## src/inc/omsc_pkg.sv

```systemverilog
// Package of constants and types for the operating mode and state controller
package omsc_pkg;

  // ----------------------------------------------------------------------
  // Operating mode, decoded from {mode_strap_high, mode_strap_low}
  // ----------------------------------------------------------------------
  typedef enum logic [1:0] {
    OMSC_MODE_RESERVED,
    OMSC_MODE_DEBUG,
    OMSC_MODE_PROGRAM,
    OMSC_MODE_NORMAL
  } omsc_mode_type;

  localparam logic [1:0] STRAP_DEBUG = 2'h1;
  localparam logic [1:0] STRAP_PROGRAM = 2'h2;
  localparam logic [1:0] STRAP_NORMAL = 2'h3;

  // ----------------------------------------------------------------------
  // Device states in normal mode
  // ----------------------------------------------------------------------
  typedef enum logic [2:0] {
    OMSC_ST_INIT,
    OMSC_ST_RUN,
    OMSC_ST_CPU_IDLE,
    OMSC_ST_POWERDOWN,
    OMSC_ST_THERMAL_SHUTDOWN
  } omsc_state_type;

  // ----------------------------------------------------------------------
  // Timing
  // ----------------------------------------------------------------------
  localparam int CLOCK_FREQ_HZ = 125000000;
  localparam int WAKE_CLOCK_HZ = 4000;
  localparam int WAKE_DIV_CYCLES = CLOCK_FREQ_HZ / WAKE_CLOCK_HZ;
  localparam int STRAP_HOLD_MS = 256;
  localparam longint STRAP_HOLD_CYCLES = 64'(CLOCK_FREQ_HZ) * STRAP_HOLD_MS / 1000;
  localparam int BOOT_TICKS = 1;

  // ----------------------------------------------------------------------
  // Power domain vector positions (one bit per block)
  // ----------------------------------------------------------------------
  localparam int DOM_COUNT = 12;
  localparam int DOM_REGULATOR = 0;
  localparam int DOM_CPU = 1;
  localparam int DOM_DATA_RAM = 2;
  localparam int DOM_FLASH = 3;
  localparam int DOM_ROM = 4;
  localparam int DOM_PERIPH = 5;
  localparam int DOM_TIMERS = 6;
  localparam int DOM_XTAL = 7;
  localparam int DOM_RC_2M = 8;
  localparam int DOM_RF_TX = 9;
  localparam int DOM_RETENTION_RAM = 10;
  localparam int DOM_LF_RECEIVER = 11;

  // Block condition classes
  typedef enum logic [1:0] {
    OMSC_COND_UNSUPPLIED,
    OMSC_COND_INACTIVE,
    OMSC_COND_ACTIVE
  } omsc_cond_type;

  localparam logic [DOM_COUNT-1:0] SUPPLY_ALL = 12'hFFF;
  localparam logic [DOM_COUNT-1:0] SUPPLY_RESET = 12'h000;

endpackage : omsc_pkg

```

## src/core/omsc_sync.sv

```systemverilog
// Two-flop synchroniser bank for asynchronous inputs
`timescale 1ns/100ps
`default_nettype none

module omsc_sync #(
  parameter int WIDTH = 1
) (
  input wire logic clock, // System clock
  input wire logic rst, // Asynchronous reset, active high
  input wire logic [WIDTH-1:0] async_in, // Unsynchronised inputs
  output logic [WIDTH-1:0] sync_out // Synchronised inputs
);

  logic [WIDTH-1:0] stage1;

  // ----------------------------------------------------------------------
  // One pair of flops per bit
  // ----------------------------------------------------------------------
  genvar i;
  generate
    for (i = 0; i < WIDTH; i++) begin : g_bit
      always_ff @(posedge clock or posedge rst) begin
        if (rst) begin
          stage1[i] <= 1'b0;
          sync_out[i] <= 1'b0;
        end else begin
          stage1[i] <= async_in[i];
          sync_out[i] <= stage1[i];
        end
      end
    end
  endgenerate

endmodule : omsc_sync

`default_nettype wire

```

## src/core/omsc_ctrl.sv

```systemverilog
// Operating mode latch and normal-mode device state controller
// Function
// - Latch mode straps at power-on reset release
// - Decode straps: debug, program, normal, reserved
// - Five states: init, run, idle, powerdown, shutdown
// - System reset forces init state
// - Idle gates CPU clock; interrupts resume run
// - Powerdown halts CPU until wake event
// - Shutdown: apply threshold, then wake-timer reset
// - Blocks active, inactive or unsupplied per state
// - Powerdown removes supply; retention RAM kept
// - Only retention RAM stays; LF receiver selectable
// - Only run accepts firmware transition requests
// - Other states leave on hardware events
// - Wake logic ticks at 4 kHz rate
// - Only power-on/brown-out re-read mode straps
`timescale 1ns/100ps
`default_nettype none

module omsc_ctrl (
  input wire logic clock, // 125 MHz clock
  input wire logic rst, // Power-on reset, asynchronous, active high
  input wire logic brownout, // Brown-out detect pin, active high
  input wire logic mode_strap_low, // Low mode strap pin
  input wire logic mode_strap_high, // High mode strap pin
  input wire logic soft_reset, // Software reset pulse, same domain
  input wire logic req_idle, // Firmware request to enter CPU idle
  input wire logic req_powerdown, // Firmware request to enter powerdown
  input wire logic req_shutdown, // Firmware request to enter shutdown
  input wire logic [1:0] overtemp_threshold, // Threshold to apply on shutdown
  input wire logic overtemp_enable_run, // Overtemp detector select in run/idle
  input wire logic lf_keep_on, // Keep LF receiver on in powerdown
  input wire logic periph_irq, // Enabled peripheral interrupt, level
  input wire logic wake_event, // Unmasked wake-up source, asynchronous
  input wire logic boot_done, // System controller finished boot
  output logic [1:0] operating_mode, // Latched operating mode
  output logic [2:0] device_state, // Current device state
  output logic cpu_clock_enable, // CPU clock gate
  output logic cpu_run, // Instruction execution allowed
  output logic [11:0] domain_supply, // Power per block, 1 = supplied
  output logic [11:0] domain_usable, // Usable per block, 1 = active
  output logic lowbat_enable, // Low battery monitor active
  output logic overtemp_limit_detector_enable, // Overtemp detector active
  output logic [1:0] overtemp_limit, // Applied overtemp threshold
  output logic wake_timer_reset, // Wake-up timer reset request
  output logic system_reset // System reset held to logic
);

  // ----------------------------------------------------------------------
  // Input synchronisation
  // ----------------------------------------------------------------------
  logic [3:0] sync_in;
  logic strap_low_s;
  logic strap_high_s;
  logic wake_s;
  logic brownout_s;

  omsc_sync #(.WIDTH(4)) u_sync (
    .clock(clock),
    .rst(rst),
    .async_in({brownout, wake_event, mode_strap_high, mode_strap_low}),
    .sync_out(sync_in)
  );

  assign strap_low_s = sync_in[0];
  assign strap_high_s = sync_in[1];
  assign wake_s = sync_in[2];
  assign brownout_s = sync_in[3];

  // ----------------------------------------------------------------------
  // Mode latch
  // ----------------------------------------------------------------------
  // Sampling is deferred past the synchroniser so the flops never see the
  // pins at reset; straps must be steady for their hold time anyway.
  logic [1:0] capture_count;
  logic mode_pending;
  omsc_pkg::omsc_mode_type mode;

  always_ff @(posedge clock or posedge rst) begin
    if (rst) begin
      capture_count <= 2'h0;
      mode_pending <= 1'b1;
    end else if (brownout_s) begin
      capture_count <= 2'h0;
      mode_pending <= 1'b1;
    end else if (mode_pending) begin
      if (capture_count == 2'h3) begin
        mode_pending <= 1'b0;
      end else begin
        capture_count <= capture_count + 2'h1;
      end
    end
  end

  always_ff @(posedge clock or posedge rst) begin
    if (rst) begin
      mode <= omsc_pkg::OMSC_MODE_RESERVED;
    end else if (mode_pending && capture_count == 2'h3) begin
      case ({strap_high_s, strap_low_s})
        omsc_pkg::STRAP_DEBUG: mode <= omsc_pkg::OMSC_MODE_DEBUG;
        omsc_pkg::STRAP_PROGRAM: mode <= omsc_pkg::OMSC_MODE_PROGRAM;
        omsc_pkg::STRAP_NORMAL: mode <= omsc_pkg::OMSC_MODE_NORMAL;
        default: mode <= omsc_pkg::OMSC_MODE_RESERVED;
      endcase
    end
  end

  // ----------------------------------------------------------------------
  // 4 kHz tick for the wake logic
  // ----------------------------------------------------------------------
  localparam logic [15:0] DIV_LAST = 16'(omsc_pkg::WAKE_DIV_CYCLES - 1);
  logic [15:0] div_count;
  logic wake_tick;

  always_ff @(posedge clock or posedge rst) begin
    if (rst) begin
      div_count <= 16'h0000;
      wake_tick <= 1'b0;
    end else begin
      wake_tick <= (div_count == DIV_LAST);
      div_count <= (div_count == DIV_LAST) ? 16'h0000 : div_count + 16'h0001;
    end
  end

  // ----------------------------------------------------------------------
  // Device state machine
  // ----------------------------------------------------------------------
  // Wake is sampled only on the slow tick, as the low-power logic would.
  // A wake level shorter than one tick period may be missed entirely.
  logic wake_seen;
  logic in_reset;
  logic [2:0] boot_count;
  omsc_pkg::omsc_state_type state;
  omsc_pkg::omsc_state_type next_state;

  always_ff @(posedge clock or posedge rst) begin
    if (rst) begin
      wake_seen <= 1'b0;
    end else begin
      wake_seen <= wake_tick && wake_s;
    end
  end

  assign in_reset = mode_pending || soft_reset || wake_timer_reset;

  always_comb begin
    next_state = state;
    case (state)
      omsc_pkg::OMSC_ST_INIT: begin
        if (!in_reset && mode == omsc_pkg::OMSC_MODE_NORMAL && boot_done &&
            boot_count == 3'(omsc_pkg::BOOT_TICKS)) begin
          next_state = omsc_pkg::OMSC_ST_RUN;
        end
      end
      omsc_pkg::OMSC_ST_RUN: begin
        if (req_shutdown) begin
          next_state = omsc_pkg::OMSC_ST_THERMAL_SHUTDOWN;
        end else if (req_powerdown) begin
          next_state = omsc_pkg::OMSC_ST_POWERDOWN;
        end else if (req_idle) begin
          next_state = omsc_pkg::OMSC_ST_CPU_IDLE;
        end
      end
      omsc_pkg::OMSC_ST_CPU_IDLE: begin
        if (periph_irq) begin
          next_state = omsc_pkg::OMSC_ST_RUN;
        end
      end
      omsc_pkg::OMSC_ST_POWERDOWN, omsc_pkg::OMSC_ST_THERMAL_SHUTDOWN: begin
        if (wake_seen) begin
          next_state = omsc_pkg::OMSC_ST_INIT;
        end
      end
      default: next_state = omsc_pkg::OMSC_ST_INIT;
    endcase
    // Supply, monitor, CPU gating, device_state and system_reset below follow this value,
    // so they all change on the edge that loads the state register.
    if (in_reset) begin
      next_state = omsc_pkg::OMSC_ST_INIT;
    end
  end

  always_ff @(posedge clock or posedge rst) begin
    if (rst) begin
      state <= omsc_pkg::OMSC_ST_INIT;
    end else if (in_reset) begin
      state <= omsc_pkg::OMSC_ST_INIT;
    end else begin
      state <= next_state;
    end
  end

  // Boot delay in slow ticks before init may hand over to run
  always_ff @(posedge clock or posedge rst) begin
    if (rst) begin
      boot_count <= 3'h0;
    end else if (state != omsc_pkg::OMSC_ST_INIT || in_reset) begin
      boot_count <= 3'h0;
    end else if (wake_tick && boot_count != 3'(omsc_pkg::BOOT_TICKS)) begin
      boot_count <= boot_count + 3'h1;
    end
  end

  // ----------------------------------------------------------------------
  // Thermal shutdown entry: threshold first, wake-timer reset next cycle
  // ----------------------------------------------------------------------
  logic shutdown_armed;

  always_ff @(posedge clock or posedge rst) begin
    if (rst) begin
      overtemp_limit <= 2'h0;
      shutdown_armed <= 1'b0;
      wake_timer_reset <= 1'b0;
    end else begin
      wake_timer_reset <= shutdown_armed;
      shutdown_armed <= 1'b0;
      if (state == omsc_pkg::OMSC_ST_RUN && req_shutdown && !in_reset) begin
        overtemp_limit <= overtemp_threshold;
        shutdown_armed <= 1'b1;
      end
    end
  end

  // ----------------------------------------------------------------------
  // Power map
  // ----------------------------------------------------------------------
  // Outside normal mode the chip is held awake with everything supplied.
  logic normal;
  logic low_power;
  logic [11:0] next_supply;
  logic [11:0] next_usable;

  assign normal = (mode == omsc_pkg::OMSC_MODE_NORMAL);
  assign low_power = normal && (next_state == omsc_pkg::OMSC_ST_POWERDOWN ||
                                next_state == omsc_pkg::OMSC_ST_THERMAL_SHUTDOWN);

  always_comb begin
    next_supply = omsc_pkg::SUPPLY_ALL;
    next_usable = omsc_pkg::SUPPLY_ALL;
    if (low_power) begin
      next_supply = omsc_pkg::SUPPLY_RESET;
      next_usable = omsc_pkg::SUPPLY_RESET;
      next_supply[omsc_pkg::DOM_RETENTION_RAM] = 1'b1;
      next_supply[omsc_pkg::DOM_LF_RECEIVER] = lf_keep_on;
      next_usable[omsc_pkg::DOM_LF_RECEIVER] = lf_keep_on;
    end else if (normal && next_state == omsc_pkg::OMSC_ST_CPU_IDLE) begin
      next_usable[omsc_pkg::DOM_CPU] = 1'b0;
    end
  end

  always_ff @(posedge clock or posedge rst) begin
    if (rst) begin
      domain_supply <= omsc_pkg::SUPPLY_RESET;
      domain_usable <= omsc_pkg::SUPPLY_RESET;
    end else begin
      domain_supply <= next_supply;
      domain_usable <= next_usable;
    end
  end

  // Monitors drop with the supplies; the battery monitor has no select
  always_ff @(posedge clock or posedge rst) begin
    if (rst) begin
      lowbat_enable <= 1'b0;
      overtemp_limit_detector_enable <= 1'b0;
    end else begin
      lowbat_enable <= !low_power;
      overtemp_limit_detector_enable <= !low_power && overtemp_enable_run;
    end
  end

  // ----------------------------------------------------------------------
  // CPU control and status
  // ----------------------------------------------------------------------
  always_ff @(posedge clock or posedge rst) begin
    if (rst) begin
      cpu_clock_enable <= 1'b0;
      cpu_run <= 1'b0;
    end else begin
      cpu_clock_enable <= !in_reset && (!normal || next_state == omsc_pkg::OMSC_ST_RUN ||
                          next_state == omsc_pkg::OMSC_ST_INIT);
      cpu_run <= !in_reset && (!normal || next_state == omsc_pkg::OMSC_ST_RUN);
    end
  end

  // ----------------------------------------------------------------------
  // Status
  // ----------------------------------------------------------------------
  always_ff @(posedge clock or posedge rst) begin
    if (rst) begin
      system_reset <= 1'b1;
      device_state <= 3'h0;
      operating_mode <= 2'h0;
    end else begin
      system_reset <= in_reset || (normal && next_state == omsc_pkg::OMSC_ST_INIT);
      device_state <= 3'(next_state);
      operating_mode <= 2'(mode);
    end
  end

endmodule : omsc_ctrl

`default_nettype wire

```

## config.mk

```make
export PLATFORM = sky130hd
export DESIGN_NAME = omsc_ctrl
export DESIGN_NICKNAME = d
export VERILOG_FILES = /design/src/inc/omsc_pkg.sv /design/src/core/omsc_sync.sv /design/src/core/omsc_ctrl.sv
export SDC_FILE = /design/constraint.sdc
export NUM_CORES = 1
export LEC_CHECK = 0
export BUFFER_PORTS_ARGS = -buffer_cell sky130_fd_sc_hd__buf_2
export CAP_MARGIN = 20
export CELL_PAD_IN_SITES_DETAIL_PLACEMENT = 0
export CELL_PAD_IN_SITES_GLOBAL_PLACEMENT = 1
export CORE_UTILIZATION = 43
export CTS_BUF_LIST = sky130_fd_sc_hd__clkbuf_4
export DETAILED_ROUTE_END_ITERATION = 12
export GPL_TIMING_DRIVEN = 0
export PLACE_DENSITY = 0.84
export SLEW_MARGIN = 20
export SYNTH_ARGS = -nofsm -noshare
export SYNTH_HDL_FRONTEND = slang
export SYNTH_SLANG_ARGS = --single-unit
```

## constraint.sdc

```tcl
create_clock -name clock -period 2.2 [get_ports clock]
set_input_delay 0.44 -clock clock [delete_from_list [all_inputs] [get_ports clock]]
set_output_delay 0.44 -clock clock [all_outputs]
set_load 0.03 [all_outputs]
```

After elaboration in Yosys (flattened, before gate mapping):

Index checks and enable logic that the tools add are counted.

* reduce and logical (&&, ||, !) cells: 31
* eq/ne operators: 17
* add/sub/neg operators: 3
* multiplexer cells: 25

Operators by type and width (number)
* $mux W3: 10
* $add A16 B1 Y16 const B: 1
* $eq A16 B15 Y1 const B: 1
* $mux W16: 1
* $logic_and A1 B1 Y1: 14
* $eq A3 B2 Y1 const B: 4
* $mux W12: 1
* $pmux W3 S4: 1
* $mux W10: 1
* $eq A3 B1 Y1 const B: 3
* $eq A2 B2 Y1 const B: 4
* $logic_or A1 B1 Y1: 7
* $mux W1: 7
* $eq A3 B3 Y1 const B: 2
* $logic_not A3 Y1: 2
* $mux W2: 3
* $pmux W2 S3: 1
* $reduce_bool A2 Y1: 2
* $add A3 B1 Y3 const B: 1
* $logic_not A1 Y1: 3
* $ne A3 B1 Y1 const B: 1
* $reduce_bool A3 Y1: 1
* $add A2 B1 Y2 const B: 1
* $eq A2 B1 Y1 const B: 1
* other kinds (3): 3

* logic and storage cells: 104
* output and inout bits: 37
* register bits: 75

Depth between registers and ports, before layout:

* depth after elaboration: 14
* depth in mapped cells: 6

By module:

From an unflattened synthesis, not the netlist that was laid out.

* cell total of the unflattened synthesis: 205
* area, all modules: 2316.0 µm²

Modules (own cells, without submodules)
* omsc_ctrl: seq. area each 1103.6 µm², area each 2112.0 µm², times used 1, cells each 196
* omsc_sync: seq. area each 200.2 µm², area each 203.9 µm², times used 1, cells each 9

Worst setup path before layout:

Ideal clock, no wire load.

* path type: register -> register
* from: reg div_count[1]
* to: reg div_count[12]
* data required time: 2.079 ns
* cell stages (with the launch flop): 7
* slack: 0.512 ns
* arrival time: 1.568 ns
* cell sequence: dfrtp_1 > inv_1 > ha_1 > or3b_2 > nor4_4 > o21a_1 > o21ai_1

* word-level cells in the longest chain between the ends: 2

Ends and longest elaborated chain
* from (decl): line omsc_ctrl.sv:112 `logic [15:0] div_count;`
* from (signal assigned): line omsc_ctrl.sv:121 `div_count <= (div_count == DIV_LAST) ? 16'h0000 : div_count + 16'h0001;`
* $add A16 B1 Y16 or $eq A16 B15 Y1 (tied branches): line omsc_ctrl.sv:121
* $mux W16 (*): line omsc_ctrl.sv:121

Mark *: on every way between the ends. The rest lies on a longest branch, timed or not.
A chain may end at the register's enable or synchronous reset.

==> tab_implementation.tex <==
\begin{tabular}{lr}
\hline
Metric & Value \\
\hline
\multicolumn{2}{l}{\textbf{Place}} \\
\quad Area after detailed placement & 2680 um2 \\
\quad Final GP Congestion & 0.784 \\
\quad Port bufs & 52 \\
\quad Total half-perimeter wirelength after legalization and detailed placement & 2800 um \\
\multicolumn{2}{l}{\textbf{Worst setup path}} \\
\quad Worst-case reg-to-reg path depth & 6 \\
\quad Critical path start-end classification & register to output port \\
\quad Setup slack on the worst flop-to-flop path & 0.31 ns \\
\quad Critical path's top delay family & flip-flops \\
\quad Longest individual stage delay on the worst path & 0.73 ns \\
\quad Number of buffers and inverters on the critical path & 2 \\
\quad Launch instance of the worst register-to-register path & div\_count[1] \\
\quad Sort of element at the start of the critical path & register \\
\quad Critical path required time & 1.76 ns \\
\quad Slowest cell on crit path & sky130\_fd\_sc\_hd\_\_dfrtp\_1 \\
\quad List of cells traversed by the critical path & buf\_4 > buf\_2 \\
\quad Critical Path AT & 1.48 ns \\
\quad Critical-path maximum fanout & 21 \\
\quad Capturing element type of the critical path & output port \\
\quad Capture point of the worst reg-to-reg path & div\_count[12] \\
\multicolumn{2}{l}{\textbf{Clock network}} \\
\quad Deepest level of the CTS H-tree & 2 \\
\quad Number of buffers inserted during clock tree synthesis & 5 \\
\quad Clock Latency Late Sink & 0.37 ns \\
\quad Root buffer cell & sky130\_fd\_sc\_hd\_\_clkbuf\_4 \\
\quad CTS tree & yes \\
\quad Number of cells upsized or downsized after cts & 0 \\
\quad Hold-fix buffers at CTS & 0 \\
\quad Maximum clock path buffer count & 2 \\
\quad Number of clock sinks & 52 \\
\quad Post-CTS setup repair buffer count & 0 \\
\quad Clock-pin slew on the worst setup and hold paths & 0.16 ns \\
\multicolumn{2}{l}{\textbf{Drt}} \\
\quad Iteration-0 DRC Markers & 64 \\
\quad Number of detailed-route iterations in the first pass & 4 \\
\quad Routed Wire Length & 3850 um \\
\quad Drt wl/cell & 11.5 um \\
\quad DR vias & 1599 \\
\quad Number of remaining DRC errors & 0 \\
\quad Detail-routed via count per cell & 4.77 \\
\quad Post-detailed-route count of antenna-violating nets & 0 \\
\multicolumn{2}{l}{\textbf{Power and ir drop}} \\
\quad Internal power & 1.26 mW \\
\quad Pwr Density & 644 nW/um2 \\
\quad Max VDD drop & 0.000477 V \\
\quad Relative contribution of combinational cells to total power & 14.1\% \\
\quad Switch share & 28.8\% \\
\quad Leakage dissipation & 1.26 nW \\
\quad Portion of total power attributed to sequential cells & 60.5\% \\
\quad Clock share of power & 25.4\% \\
\quad Power spent charging and discharging nets & 0.509 mW \\
\multicolumn{2}{l}{\textbf{Timing}} \\
\quad Post-route minimum period & 1.92 ns \\
\quad Slew Limit Headroom & 62.4\% \\
\quad Final number of setup-violating endpoints & 0 \\
\quad Final-report hold violation count & 0 \\
\quad Clock skew & 0.0101 ns \\
\quad Maximum achievable frequency & 521 MHz \\
\quad Max-slew violation total from the final report & 0 \\
\quad Transition at the pin with the smallest max-transition slack & 0.560 ns \\
\quad Fraction of the cycle the final worst path needs & 87.2\% \\
\quad Setup repair after global routing missed its margin & no \\
\multicolumn{2}{l}{\textbf{Floorplanning}} \\
\quad Die outline width & 75.3 um \\
\quad Core Box Area & 5140 um2 \\
\quad Overall die height & 75.3 um \\
\quad Std cell rows & 26 \\
\quad Total Die Area & 5670 um2 \\
\quad Initial core utilization & 45.0\% \\
\quad \# IOs & 53 \\
\multicolumn{2}{l}{\textbf{Cells and area}} \\
\quad Fraction of final layout cells with drive strength greater than 1 & 36.2\% \\
\quad Area growth from synthesis to layout & 18.7\% \\
\quad Most common library cell in the layout ignoring fill and taps & sky130\_fd\_sc\_hd\_\_buf\_2 \\
\quad Final core area utilization & 53.4\% \\
\quad Highest-count cells in the layout ignoring fill and taps & sky130\_fd\_sc\_hd\_\_buf\_2, sky130\_fd\_sc\_hd\_\_dfrtp\_1, sky130\_fd\_sc\_hd\_\_nor2\_1, sky130\_fd\_sc\_hd\_\_buf\_4, sky130\_fd\_sc\_hd\_\_nand2\_1 \\
\quad Area of all placed cells without fillers & 2750 um2 \\
\quad Diodes inserted & 0 \\
\quad Total number of nets in the final design & 285 \\
\multicolumn{2}{l}{\textbf{Yosys}} \\
\quad Post-synthesis instance area & 2310 um2 \\
\quad Number of warnings issued by yosys & 0 \\
\quad Post-synth net total & 225 \\
\quad Post-synth EDFFs & 0 \\
\quad Sequential share of the synthesized area & 56.4\% \\
\quad Most frequently used flop master after synthesis & sky130\_fd\_sc\_hd\_\_dfrtp\_1 \\
\quad Synth Instances & 204 \\
\quad Average cell area after synthesis & 11.3 um2 \\
\quad Share of flip-flops with an asynchronous set or reset & 100\% \\
\quad Number of library cell types mapped by synthesis & 43 \\
\quad Number of synthesized register bits & 52 \\
\multicolumn{2}{l}{\textbf{Status}} \\
\quad Outcome & finished, final reports clean \\
\multicolumn{2}{l}{\textbf{GRT}} \\
\quad GR met3 Demand/Resource & 4.10\% \\
\quad Largest net degree at the start of global routing & 32 \\
\quad Total congestion overflow after global routing & 0 \\
\quad Met2 Track Usage GR & 26.6\% \\
\quad Global-route wire length before repair & 6530 um \\
\quad Global-route usage over all layers & 15.6\% \\
\quad Vias in the first global route & 1504 \\
\quad Number of antenna violations at the first check in global routing & 0 \\
\quad Busiest metal layer after global routing & met2 \\
\quad Met1 Use GR & 18.5\% \\
\multicolumn{2}{l}{\textbf{Flow run}} \\
\quad Max-capacitance violation count & 0 \\
\multicolumn{2}{l}{\textbf{Hold path}} \\
\quad Hold WC Path Type & input port to asynchronous set/reset pin \\
\hline
\end{tabular}
-- worst reg2reg max path, delay by kind of cell (launching register included) --
family	cells	cell delay [ns]
AOI/OAI and AO/OA	2	0.26
DFF	1	0.45
and+or+nand+nor	2	0.91
buffers and inverters	1	0.07
adders and majority gates	1	0.12
-- cell type report --
| class | instances | area (um2) |
|---|---|---|
| repair buffers | 53 | 280 |
| inverters | 8 | 30.0 |
| fillers | 479 | 2390 |
| well taps | 70 | 87.6 |
| clock buffers | 5 | 37.5 |
| clock inverters | 3 | 27.5 |
| multi-input cells | 121 | 806 |
| flip-flops and latches | 52 | 1300 |
| plain buffers | 23 | 173 |
-- Yosys cell counts, drive strengths merged, types with 2 or more instances --
library cell / n / share of area [%]
dfrtp: 50 / 54
and2: 2 / 0.54
nand2: 10 / 1.6
or4: 2 / 0.81
nor3: 4 / 0.87
nand3: 8 / 1.7
a21oi: 4 / 0.87
xor2: 7 / 2.7
buf: 23 / 7.5
nand4: 5 / 1.6
o21a: 2 / 0.65
xnor2: 8 / 3.0
dfstp: 2 / 2.3
nand2b: 3 / 0.81
nor2b: 2 / 0.54
o21ai: 6 / 1.3
a32oi: 2 / 0.76
or3: 2 / 0.54
inv: 8 / 1.3
or3b: 2 / 0.76
and4: 2 / 0.76
nor2: 23 / 3.7
mux2: 4 / 1.9
ha: 5 / 2.7
nor4: 5 / 2.0
-- logic make-up (layout without fill, tap and decap cells) --
kind of cell    count (synthesis)  in the layout  synth area share [%]
compound gates                 19             19                  5.41
xor+xnor                       15             15                  5.68
fa+ha+maj                       5              5                  2.71
buf+inv                        31             92                  8.77
flops                          52             52                  56.4
mux                             5              5                  2.38
other cells                     1              1                 0.162
simple gates                   76             76                  18.5
-- per-layer routing --
layer	part of all wire, %	vias to the layer above
met5	0	-
li1	-	799
met1	45	749
met2	48	47
met3	5.9	4
met4	1.4	0
-- power groups by stage --
stage               clock network, mW  registers, mW  logic [mW]
finish                          0.449           1.07       0.249
global route                    0.506           1.08       0.279
CTS                             0.482           1.07       0.254
detailed placement                  0           1.09       0.253
global placement                    0           1.09       0.244
floorplan                           0           1.13       0.127
-- how the worst max path moves through the flow --
stage                            startpoint                             end  cells after the start
after floorplan                         rst                   boot_count[0]                      1
after global placement                  rst               domain_supply[10]                      2
after detailed placement         soft_reset  overtemp_limit_detector_enable                      5
after CTS                 domain_usable[10]                domain_usable[4]                      2
after global routing      domain_usable[10]                domain_supply[2]                      2
final                     domain_usable[10]                domain_usable[9]                      2
-- flip-flops by register name, indices dropped and copies added (netlist names) --
name and cells:
boot_count 3, system_reset 1, u_sync.stage1 4, device_state 2
mode 2, overtemp_limit 2, cpu_run 1, div_count 16
wake_timer_reset 1, cpu_clock_enable 1, capture_count 2, mode_pending 1
domain_usable 2, shutdown_armed 1, u_sync.sync_out 4, wake_seen 1
wake_tick 1, operating_mode 2, domain_supply 2, overtemp_limit_detector_enable 1
state 2
-- per-stage QoR --
step / worst slack, ns / power (mW) / setup TNS, ns / hold WS [ns] / std cells
after floorplan: 0.505 / 1.26 / 0 / 0.331 / 204
after global placement: -0.0996 / 1.33 / -4.85 / 0.334 / 326
after detailed placement: 0.303 / 1.34 / 0 / 0.338 / 327
after CTS: 0.226 / 1.81 / 0 / 0.0399 / 335
after global routing: 0.129 / 1.87 / 0 / 0.0490 / 335
final: 0.281 / 1.77 / 0 / 0.0496 / 335
Note: power is estimated with default switching activity, not from simulation.
